===== config.mk =====
export PLATFORM = sky130hd
export DESIGN_NAME = fdcrp_regs
export DESIGN_NICKNAME = d
export VERILOG_FILES = /design/src/logic/fdcrp_pkg.sv /design/src/logic/fdcrp_regs.sv
export VERILOG_INCLUDE_DIRS = /design/src /design/src/logic
export SDC_FILE = /design/constraint.sdc
export NUM_CORES = 1
export LEC_CHECK = 0
export ABC_CLOCK_PERIOD_IN_PS = 2950
export BUFFER_PORTS_ARGS = -buffer_cell sky130_fd_sc_hd__clkbuf_2
export CAP_MARGIN = 20
export CORE_UTILIZATION = 45
export DETAILED_ROUTE_END_ITERATION = 6
export GPL_TIMING_DRIVEN = 0
export PLACE_DENSITY = 0.7
export SLEW_MARGIN = 5
export SYNTH_ARGS = -nofsm -noshare
export SYNTH_HDL_FRONTEND = slang
export SYNTH_SLANG_ARGS = --single-unit
export TNS_END_PERCENT = 20

===== constraint.sdc =====
create_clock -name i_clk -period 2.95 [get_ports i_clk]
set_clock_uncertainty 0.05 [all_clocks]
set_input_delay 0 -clock i_clk [delete_from_list [all_inputs] [get_ports i_clk]]
set_output_delay 0 -clock i_clk [all_outputs]
set_load 0.01 [all_outputs]

===== src/logic/fdcrp_params.svh =====
// Purpose: offsets, fields, reset values and counts for the rate and data port block
// Assumes: byte-wide host register access
// Notes:   delays are counted in units of one sixth of 125 ns (about 20.83 ns)
`ifndef FDCRP_PARAMS_SVH
`define FDCRP_PARAMS_SVH
`define FDCRP_OFS_RATE      3'h4
`define FDCRP_OFS_PORT      3'h5
`define FDCRP_BIT_SWRST     7
`define FDCRP_BIT_PDOWN     6
`define FDCRP_RATE_RESET    8'h02
`define FDCRP_RATE_500K     2'h0
`define FDCRP_RATE_300K     2'h1
`define FDCRP_RATE_250K     2'h2
`define FDCRP_RATE_1M       2'h3
`define FDCRP_TAPE_2M_CFG   2'h2
`define FDCRP_PC_DEFAULT    3'h0
`define FDCRP_PC_OFF        3'h7
`define FDCRP_DLY_DEF_SLOW  4'h6
`define FDCRP_DLY_DEF_1M    4'h2
`define FDCRP_DLY_DEF_2M    4'h1
`define FDCRP_RECAL_STEPS   7'h4d
`define FDCRP_STACK_DEPTH   4
`endif


===== src/logic/fdcrp_pkg.sv =====
// Purpose: shared types of the rate and data port block
// Assumes: constants come from fdcrp_params.svh
// Notes:   none
package fdcrp_pkg;
  typedef struct packed {
    logic       wr;
    logic       rd;
    logic [2:0] addr;
    logic [7:0] wdata;
  } fdcrp_bus_t;

  typedef struct packed {
    logic [1:0] term;
    logic       seek_ok;
    logic       fault;
    logic       trk0_seen;
    logic [6:0] steps;
    logic       unready;
    logic       head;
    logic [1:0] unit;
  } fdcrp_end_t;

  typedef enum logic [1:0] {
    FDCRP_CMD = 2'b01,
    FDCRP_RES = 2'b10
  } fdcrp_state_t;
endpackage


===== src/logic/fdcrp_regs.sv =====
// Purpose: rate/precompensation control register and command/result data port
// Assumes: host bus strobes are one-cycle and synchronous to i_clk
// Notes:   results leave in the order they were produced, first status byte first
`timescale 1ns/1ps
`include "fdcrp_params.svh"

module fdcrp_regs #(
  parameter int DEPTH = `FDCRP_STACK_DEPTH
) (
  // clock and reset
  input  wire logic                 i_clk,
  input  wire logic                 i_resetn,
  // host register bus
  input  wire fdcrp_pkg::fdcrp_bus_t i_bus,
  output logic [7:0]                o_rdata,
  // rate-control register and configuration
  input  wire logic                 i_rcr_wr,
  input  wire logic [1:0]           i_rcr_rate,
  input  wire logic                 i_compat_mode,
  input  wire logic [1:0]           i_tape_rate_cfg,
  // command sequencer
  input  wire logic                 i_configure,
  input  wire logic                 i_cfg_fifo_on,
  input  wire logic                 i_end_evt,
  input  wire fdcrp_pkg::fdcrp_end_t i_end_info,
  input  wire logic                 i_res_push,
  input  wire logic [7:0]           i_res_byte,
  output logic                      o_cmd_valid,
  output logic [7:0]                o_cmd_byte,
  // controller and drive control
  output logic                      o_soft_reset,
  output logic                      o_power_down,
  output logic                      o_fifo_enable,
  output logic [1:0]                o_rate_code,
  output logic                      o_tape_2m,
  output logic                      o_reduced_write_current_n,
  output logic [3:0]                o_precomp_units,
  // handshake status
  output logic                      o_host_transfer_request,
  output logic                      o_transfer_direction
);

  // delay in 20.83 ns units; tape steps are half the disk steps
  function automatic logic [3:0] precomp_units(input logic [2:0] code,
                                               input logic [1:0] rate,
                                               input logic       tape);
    logic [3:0] u;
    u = 4'h0;
    if (code == `FDCRP_PC_DEFAULT) begin
      if (tape)
        u = `FDCRP_DLY_DEF_2M;
      else if (rate == `FDCRP_RATE_1M)
        u = `FDCRP_DLY_DEF_1M;
      else
        u = `FDCRP_DLY_DEF_SLOW;
    end else if (code == `FDCRP_PC_OFF) begin
      u = 4'h0;
    end else if (tape) begin
      u = {1'b0, code};
    end else begin
      u = {code, 1'b0};
    end
    return u;
  endfunction

  fdcrp_pkg::fdcrp_state_t state_r, state_nxt;
  logic [7:0] mem_r [DEPTH];
  logic [7:0] mem_nxt [DEPTH];
  logic [1:0] wp_r, wp_nxt, rp_r, rp_nxt;
  logic [2:0] cnt_r, cnt_nxt;
  logic [7:0] rate_reg_r, rate_reg_nxt;
  logic       src_rcr_r, src_rcr_nxt;
  logic [1:0] rcr_rate_r, rcr_rate_nxt;
  logic [7:0] rdata_nxt;
  logic       cmd_valid_nxt, swrst_nxt, fifo_en_nxt;
  logic [7:0] cmd_byte_nxt;
  logic [1:0] rate_nxt;
  logic       tape_nxt, req_nxt, dir_nxt, rwc_nxt;
  logic [3:0] pc_nxt;
  logic       wr_rate, wr_port, rd_port, rd_stat, pop, push_status0;
  logic [7:0] status0;
  logic [2:0] cnt_tmp;

  assign wr_rate = i_bus.wr && (i_bus.addr == `FDCRP_OFS_RATE);
  assign wr_port = i_bus.wr && (i_bus.addr == `FDCRP_OFS_PORT);
  assign rd_port = i_bus.rd && (i_bus.addr == `FDCRP_OFS_PORT);
  assign rd_stat = i_bus.rd && (i_bus.addr == `FDCRP_OFS_RATE);

  // first result status byte
  assign status0 = {i_end_info.term,
                    i_end_info.seek_ok,
                    i_end_info.fault ||
                    (!i_end_info.trk0_seen &&
                     i_end_info.steps >= `FDCRP_RECAL_STEPS),
                    i_end_info.unready,
                    i_end_info.head,
                    i_end_info.unit};

  // reads only drain while results are pending in the read direction
  assign pop          = rd_port && (state_r == fdcrp_pkg::FDCRP_RES)
                        && (cnt_r != 3'h0);
  assign push_status0 = i_end_evt && (state_r == fdcrp_pkg::FDCRP_CMD);

  always_comb begin
    state_nxt     = state_r;
    mem_nxt       = mem_r;
    wp_nxt        = wp_r;
    rp_nxt        = rp_r;
    cnt_tmp       = cnt_r;
    rate_reg_nxt  = rate_reg_r;
    src_rcr_nxt   = src_rcr_r;
    rcr_rate_nxt  = rcr_rate_r;
    cmd_valid_nxt = 1'b0;
    cmd_byte_nxt  = o_cmd_byte;
    swrst_nxt     = 1'b0;
    fifo_en_nxt   = o_fifo_enable;
    rdata_nxt     = o_rdata;

    if (i_rcr_wr) begin
      rcr_rate_nxt = i_rcr_rate;
      src_rcr_nxt  = 1'b1;
    end
    if (wr_rate) begin
      rate_reg_nxt = {1'b0, i_bus.wdata[`FDCRP_BIT_PDOWN], 1'b0,
                      i_bus.wdata[4:0]};
      src_rcr_nxt  = 1'b0;
      swrst_nxt  = i_bus.wdata[`FDCRP_BIT_SWRST];
    end
    if (i_configure)
      fifo_en_nxt = i_cfg_fifo_on;

    // commands and parameters go straight to the sequencer
    if (wr_port && state_r == fdcrp_pkg::FDCRP_CMD) begin
      cmd_valid_nxt = 1'b1;
      cmd_byte_nxt  = i_bus.wdata;
    end

    if (pop) begin
      rdata_nxt = mem_r[rp_r];
      rp_nxt    = rp_r + 2'h1;
      cnt_tmp   = cnt_tmp - 3'h1;
    end else if (rd_stat) begin
      rdata_nxt = {o_host_transfer_request, o_transfer_direction, 6'h00};
    end else if (i_bus.rd) begin
      rdata_nxt = 8'h00;
    end

    // overflow beyond four bytes is dropped without notice to the sequencer
    if ((push_status0 || (i_res_push && state_r == fdcrp_pkg::FDCRP_RES))
        && cnt_tmp < DEPTH[2:0]) begin
      mem_nxt[wp_r] = push_status0 ? status0 : i_res_byte;
      wp_nxt        = wp_r + 2'h1;
      cnt_tmp       = cnt_tmp + 3'h1;
    end

    case (state_r)
      fdcrp_pkg::FDCRP_CMD: begin
        if (push_status0)
          state_nxt = fdcrp_pkg::FDCRP_RES;
      end
      fdcrp_pkg::FDCRP_RES: begin
        if (cnt_tmp == 3'h0)
          state_nxt = fdcrp_pkg::FDCRP_CMD;
      end
      default: state_nxt = fdcrp_pkg::FDCRP_CMD;
    endcase

    // software reset flushes results and turns buffering back off
    if (swrst_nxt) begin
      state_nxt   = fdcrp_pkg::FDCRP_CMD;
      wp_nxt      = 2'h0;
      rp_nxt      = 2'h0;
      cnt_tmp     = 3'h0;
      fifo_en_nxt = 1'b0;
    end
    cnt_nxt = cnt_tmp;

    if (i_compat_mode || src_rcr_nxt)
      rate_nxt = rcr_rate_nxt;
    else
      rate_nxt = rate_reg_nxt[1:0];
    tape_nxt = (rate_nxt == `FDCRP_RATE_300K) &&
               (i_tape_rate_cfg == `FDCRP_TAPE_2M_CFG);
    rwc_nxt  = (rate_nxt == `FDCRP_RATE_500K) ||
               (rate_nxt == `FDCRP_RATE_1M);
    pc_nxt   = precomp_units(rate_reg_nxt[4:2], rate_nxt, tape_nxt);
    dir_nxt  = (state_nxt == fdcrp_pkg::FDCRP_RES);
    req_nxt  = dir_nxt ? (cnt_nxt != 3'h0) : !rate_reg_nxt[`FDCRP_BIT_PDOWN];
  end

  always_ff @(posedge i_clk) begin
    if (!i_resetn) begin
      state_r                   <= fdcrp_pkg::FDCRP_CMD;
      for (int i = 0; i < DEPTH; i++)
        mem_r[i] <= 8'h00;
      wp_r                      <= 2'h0;
      rp_r                      <= 2'h0;
      cnt_r                     <= 3'h0;
      rate_reg_r                <= `FDCRP_RATE_RESET;
      src_rcr_r                 <= 1'b0;
      rcr_rate_r                <= `FDCRP_RATE_250K;
      o_rdata                   <= 8'h00;
      o_cmd_valid               <= 1'b0;
      o_cmd_byte                <= 8'h00;
      o_soft_reset              <= 1'b0;
      o_power_down              <= 1'b0;
      o_fifo_enable             <= 1'b0;
      o_rate_code               <= `FDCRP_RATE_250K;
      o_tape_2m                 <= 1'b0;
      o_reduced_write_current_n <= 1'b0;
      o_precomp_units           <= `FDCRP_DLY_DEF_SLOW;
      o_host_transfer_request   <= 1'b1;
      o_transfer_direction      <= 1'b0;
    end else begin
      state_r                   <= state_nxt;
      mem_r                     <= mem_nxt;
      wp_r                      <= wp_nxt;
      rp_r                      <= rp_nxt;
      cnt_r                     <= cnt_nxt;
      rate_reg_r                <= rate_reg_nxt;
      src_rcr_r                 <= src_rcr_nxt;
      rcr_rate_r                <= rcr_rate_nxt;
      o_rdata                   <= rdata_nxt;
      o_cmd_valid               <= cmd_valid_nxt;
      o_cmd_byte                <= cmd_byte_nxt;
      o_soft_reset              <= swrst_nxt;
      o_power_down              <= rate_reg_nxt[`FDCRP_BIT_PDOWN];
      o_fifo_enable             <= fifo_en_nxt;
      o_rate_code               <= rate_nxt;
      o_tape_2m                 <= tape_nxt;
      o_reduced_write_current_n <= rwc_nxt;
      o_precomp_units           <= pc_nxt;
      o_host_transfer_request   <= req_nxt;
      o_transfer_direction      <= dir_nxt;
    end
  end
endmodule


==> impl_metrics.toml, run 1 <==
[layout]
drive_gt1_frac = 0.3205
multiInputGateArea_mm2 = 0.002098
nets = 548
diodes = 0
final_common_cell = "clkbuf_2"
final_cell_mix = "clkbuf_2, dfxtp_1, nand2_1"
seq_area_mm2 = 0.001584
fillerInstances = 658
area_growth_pct = 30.14
fin_area_mm2 = 0.004835

[yosys]
synthCells = 369
synth.avg_cell_area_um2 = 10.07
synthesis.nets = 429
yosys_warnings = 0
ys_ff_latch = 79
synth_edf_count = 0
ys_async_sr_fraction = 0
ys_seq_area_frac = 0.4257
synthFlopType = "dfxtp_1"
synth_cell_types = 48
syn-cell-area_mm2 = 0.003715

[clock_tree]
numCtsBuffers = 9
clock_latency_ns = 0.35
cts_tree = "done"
path_clk_slew_ns = 0.09
root_buffer = "clkbuf_8"
numClockSinks = 79
clk_path_buf_depth = 2
htree_levels = 3

[status]
status = "complete, but fails checks"
violations = "setup timing"

[die]
rows = 32
core_mm2 = 0.007848
pin_count = 79
start_util = 0.4734
die-area_mm2 = 0.008622
fp.dieW_um = 92.86
die_h_um = 92.86

[sta]
hold_ws_ns = 0.02151
slew_headroom = 0.5833
fin_ws_ns = -0.06704
finalSetupViolations = 1
max_freq_mhz = 331.5
drv_slew = 0
setup_tns_ns = -0.06704
worst_pin_slew_ns = 0.6235
period_share = 1.023
min_period_ns = 3.017
rsz0062_at_grt = "true"
hold_violations = 0

[routing]
final_antenna_net_count = 0
routed_wl_um = 8980
post_drt_wl_per_cell_um = 15.09
num_vias = 3086
dr_wl_met2_um = 4397
dr.pass1.iters = 4
drc_errors = 0
highest_layer = "met4"
met1_length_um = 4050
met3_length_um = 414
drt_iter0_markers = 92
via_per_inst = 5.187

[critical_path]
cp_common_cell = "ha_4"
arrival_ns = 3.26
cp.required_ns = 3.19
end_kind = "register"
critical-path-max-stage-delay_ns = 0.38
start_kind = "register"
path_max_fanout = 3
cp.buffers_inverters = 1
crit_type = "register to register"
crit_family = "simple AND/OR/NAND/NOR gates"
crit_chain = "inv_4 -> ha_4 -> ha_4 -> and3b_2 -> nand2_4 -> o21ai_4 -> ha_4 -> or3b_4 -> nor4_4 -> nor4_1 -> a211o_1 -> nor4bb_4 -> o21ai_2"
cpMaxStageDelayCell = "or3b_4"

[place]
preCtsSetupSlack_ns = -0.2016
port_buffers = 78
placed_cell_area_mm2 = 0.004258
hpwl_um = 6167
place.gp.congestion = 0.8329

[global_route]
grt_pass1_vias = 2996
grt.overflow.total = 0
grt_pass1_wl_um = 14220
antenna_found_initial = 0
track_usage = 0.2144
grt_max_degree = 16

[flow_run]
maxCapViolCount = 0

[power_and_ir_drop]
p_leak_uw = 0.002387
ir_drop_mv = 0.2760
powerDensity_mw_per_mm2 = 669.4

[worst_hold_path]
hp-class = "primary input to register"
area by class of cell:
class,count,area share
plain buffers,24,0.02433
flip-flops and latches,79,0.3276
repair buffers,108,0.1372
clock inverters,7,0.01656
inverters,10,0.008282
multi-input cells,256,0.4340
well taps,102,0.02640
clock buffers,9,0.02562
sequential cells by signal, summed over array words and instances (netlist names), 2 cells and up:
signal           count
rate_reg_r           5
rcr_rate_r           2
cnt_r                3
wp_r                 2
o_rdata              8
state_r              2
o_rate_code          2
o_precomp_units      4
rp_r                 2
mem_r               32
o_cmd_byte           8
repair_timing:
| action | in CTS | in global routing |
|---|---|---|
| hold buffers | 19 | 0 |
| buffers inserted | 3 | 8 |
| hold endpoints to repair | 20 | 0 |
| setup endpoints to repair | 4 | 4 |
| gates resized for setup | 4 | 13 |
| pin swaps | 4 | 11 |
kinds of logic after synthesis:
logic type,Yosys count,synth area share
buffers and inverters,34,0.04177
adders and majority gates,12,0.04008
xor gates and xnor gates,5,0.01179
AOI/OAI and AO/OA,68,0.1644
DFF,79,0.4257
and+or+nand+nor,136,0.1943
muxes,35,0.1219
path summary, 6_finish.rpt:
| path | from | to | slack [ns] | depth (start not counted) |
|---|---|---|---|---|
| max | cnt_r[0] | o_host_transfer_request | -0.07 | 13 |
| min | i_end_info[0] | mem_r[8] | 0.02 | 4 |
| max reg2reg | cnt_r[0] | o_host_transfer_request | -0.07 | 13 |
| min reg2reg | rate_reg_r[1] | rate_reg_r[1] | 0.45 | 2 |
synth_stat cells, types with 3 or more instances:
cell / instances / area (um2)
mux2i_1: 25 / 250.2
nand2_1: 53 / 198.9
xnor2_1: 3 / 26.28
inv_1: 10 / 37.54
a21oi_1: 12 / 60.06
o211a_1: 30 / 300.3
o21ai_0: 8 / 40.04
buf_2: 10 / 50.05
mux4_2: 8 / 180.2
dfxtp_1: 79 / 1582
and3_1: 7 / 43.79
nor2b_1: 25 / 156.4
clkbuf_1: 10 / 37.54
and2_1: 12 / 75.07
ha_1: 11 / 137.6
nor2_1: 15 / 56.30
nand3_1: 9 / 45.04
tightest hold or removal path, delay by kind of cell:
kind                   cells  cell delay (ns)
multiplexers               1             0.11
AND/OR/NAND/NOR            1             0.08
AO/OA/AOI/OAI              1             0.13
buffers and inverters      1             0.07
power breakdown:
part           leakage, uW  internal, uW  total, uW  switching, uW
registers         0.000643          1200       1290           82.6
logic              0.00164           559       1120            562
clock network     0.000102           403        829            426
total              0.00239          2170       3240           1070
metrics by stage:
step / total power (uW) / cells / util
5_1_grt: 3408 / 595 / 0.6161
4_1_cts: 3127 / 587 / 0.5981
3_3_place_gp: 2217 / 549 / 0.5426
6_report: 3237 / 595 / 0.6161
3_5_place_dp: 2249 / 549 / 0.5426
2_1_floorplan: 2011 / 369 / -
layer usage:
layer | vias to the layer above | track usage
li1 | 1542 | -
met1 | 1442 | 0.2674
met2 | 91 | 0.3719
met3 | 11 | 0.03859
met4 | 0 | 0.06923
met5 | - | 0
Power figures use the tool's default switching activity.
==> run 2: changes to the inputs <==
==> constraint.sdc (replaced) <==
create_clock -name i_clk -period 2.95 [get_ports i_clk]
set_clock_uncertainty 0.05 [all_clocks]
set_input_delay 0.1475 -clock i_clk [delete_from_list [all_inputs] [get_ports i_clk]]
set_output_delay 0.1475 -clock i_clk [all_outputs]
set_load 0.01 [all_outputs]
==> run 2 against run 1 <==
Effect of this change:
- the flow still finishes with violations (setup timing)
- global-route usage shrank 0.63 points
- register-to-register slack is essentially flat
- via count shrank 1.9%
- wire length shrank 2.7%
- first-iteration DRC count shrank 26%
- final cell count shrank 2.4%
- critical path depth is the same
- power shrank 0.38%
- maximum frequency is essentially flat
- sequential share of layout area grew 0.98 points
- critical path type unchanged
- critical endpoint unchanged
- largest cell class unchanged
- largest power group unchanged
==> impl_metrics.toml, run 2 (synthesis results as in run 1) <==
[global_route]
grt.overflow.total = 0
grt_pass1_vias = 2922
grt_pass1_wl_um = 13800
track_usage = 0.2081
grt_max_degree = 16
antenna_found_initial = 0

[clock_tree]
path_clk_slew_ns = 0.08
clk_path_buf_depth = 2
htree_levels = 3
root_buffer = "clkbuf_8"
numCtsBuffers = 9
numClockSinks = 79
cts_tree = "done"
clock_latency_ns = 0.36

[sta]
hold_violations = 0
min_period_ns = 3.015
drv_slew = 0
max_freq_mhz = 331.6
period_share = 1.022
rsz0062_at_grt = "true"
slew_headroom = 0.5925
finalSetupViolations = 1
worst_pin_slew_ns = 0.6098
fin_ws_ns = -0.06546

[place]
place.gp.congestion = 0.8329
hpwl_um = 6167
place_inst = 549
port_buffers = 78
placed_cell_area_mm2 = 0.004258

[routing]
highest_layer = "met4"
met1_length_um = 3911
dr_wl_met2_um = 4310
final_antenna_net_count = 0
post_drt_wl_per_cell_um = 15.04
drc_errors = 0
num_vias = 3028
met3_length_um = 387
routed_wl_um = 8739
via_per_inst = 5.212
dr.pass1.iters = 4
drt_iter0_markers = 68

[die]
pin_count = 79
start_util = 0.4734
rows = 32
core_mm2 = 0.007848
fp.dieW_um = 92.86
die-area_mm2 = 0.008622
die_h_um = 92.86

[critical_path]
endpoint = "o_host_transfer_request"
crit_chain = "inv_4 -> ha_4 -> ha_4 -> and3b_2 -> nand2_4 -> o21ai_4 -> ha_4 -> or3b_4 -> nor4_4 -> nor4_1 -> a211o_1 -> nor4bb_4 -> o21ai_2"
crit-reg2reg-launch = "cnt_r[0]"
cp_common_cell = "ha_4"
end_kind = "register"
arrival_ns = 3.26
r2r_end = "o_host_transfer_request"
cpMaxStageDelayCell = "or3b_4"
ff2ff_path_depth = 13
crit_cells = 13
cp.required_ns = 3.19
crit_family = "simple AND/OR/NAND/NOR gates"
start_kind = "register"
crit_type = "register to register"
cp.buffers_inverters = 1
reg2reg_slack_ns = -0.07
path_max_fanout = 3
critical-path-max-stage-delay_ns = 0.38
cp-startpoint = "cnt_r[0]"

[layout]
fillerInstances = 682
instances_no_fill = 581
fin_area_mm2 = 0.004695
diodes = 0
drive_gt1_frac = 0.3299
final_cell_mix = "clkbuf_2, dfxtp_1, nand2_1"
largest_reg_flops = 32
area_growth_pct = 26.37
nets = 534
reg_top3 = "mem_r: 32 flops, o_cmd_byte: 8 flops, o_rdata: 8 flops"
final_common_cell = "clkbuf_2"
largest-register = "mem_r"

[power_and_ir_drop]
p_leak_uw = 0.002324
powerDensity_mw_per_mm2 = 686.8
ir_drop_mv = 0.2632
power_uw = 3224

[worst_hold_path]
hp-class = "primary input to register"

[status]
violations = "setup timing"
status = "complete, but fails checks"

[flow_run]
maxCapViolCount = 0
-- run 2: per-layer routing --
layer  vias to the layer above  GRT usage
met5                         -          0
met4                         0    0.06923
met3                        11    0.03941
met2                        81     0.3554
met1                      1419     0.2623
li1                       1517          -
-- run 2: metrics by stage --
stage                     hold WS (ns)  worst slack (ns)    util   TNS, ns
after floorplan                 0.2410          0.002742       -         0
after global placement          0.3345           -0.1741  0.5426   -0.4141
after detailed placement        0.3453           -0.2016  0.5426   -0.5276
after CTS                     0.004331          0.008372  0.5802         0
after global routing           0.02556           -0.1869  0.5982   -0.3575
final                         0.007425          -0.06546  0.5982  -0.06546
-- run 2: worst min path at each step --
stage | startpoint | to | slack [ns] | cells past startpoint
after floorplan | i_bus[1] | rate_reg_r[1] | 0.24 | 2
final | i_bus[5] | o_cmd_byte[5] | 0.007 | 3
after detailed placement | i_cfg_fifo_on | o_fifo_enable | 0.35 | 3
after global routing | i_bus[5] | o_cmd_byte[5] | 0.03 | 3
after global placement | i_cfg_fifo_on | o_fifo_enable | 0.33 | 3
after CTS | i_bus[5] | o_cmd_byte[5] | 0.004 | 3
-- run 2: cell type report --
class                           count  area (um2)  share of cell area
Tap cell                          102       127.6             0.02719
Clock buffer                        9       123.9             0.02639
Timing Repair Buffer               94       523.0              0.1114
Clock inverter                      7       80.08             0.01706
Multi-Input combinational cell    256        2098              0.4470
Sequential cell                    79        1584              0.3374
Inverter                           10       40.04            0.008529
Buffer                             24       117.6             0.02505
-- run 2: what timing repair did --
action                                 in CTS  in global routing
resized for setup                           4                 13
setup endpoints to repair                   4                  4
pin swaps                                   4                 11
endpoints found under the hold margin       4                  0
buffers inserted                            3                  8
hold buffers                                5                  0
-- run 2: power breakdown --
part / leakage [uW] / switching, uW / internal, uW
clock: 0.000102 / 429 / 403
combinational: 0.00158 / 558 / 547
sequential: 0.000643 / 82.7 / 1200
-- run 2: worst reg2reg max path, cell delays in order, from the launching register on --
cell and delay (ns):
dfxtp_2 0.37, inv_4 0.07, ha_4 0.16, ha_4 0.16, and3b_2 0.27, nand2_4 0.09
o21ai_4 0.21, ha_4 0.23, or3b_4 0.38, nor4_4 0.27, nor4_1 0.09, a211o_1 0.31
nor4bb_4 0.17, o21ai_2 0.13
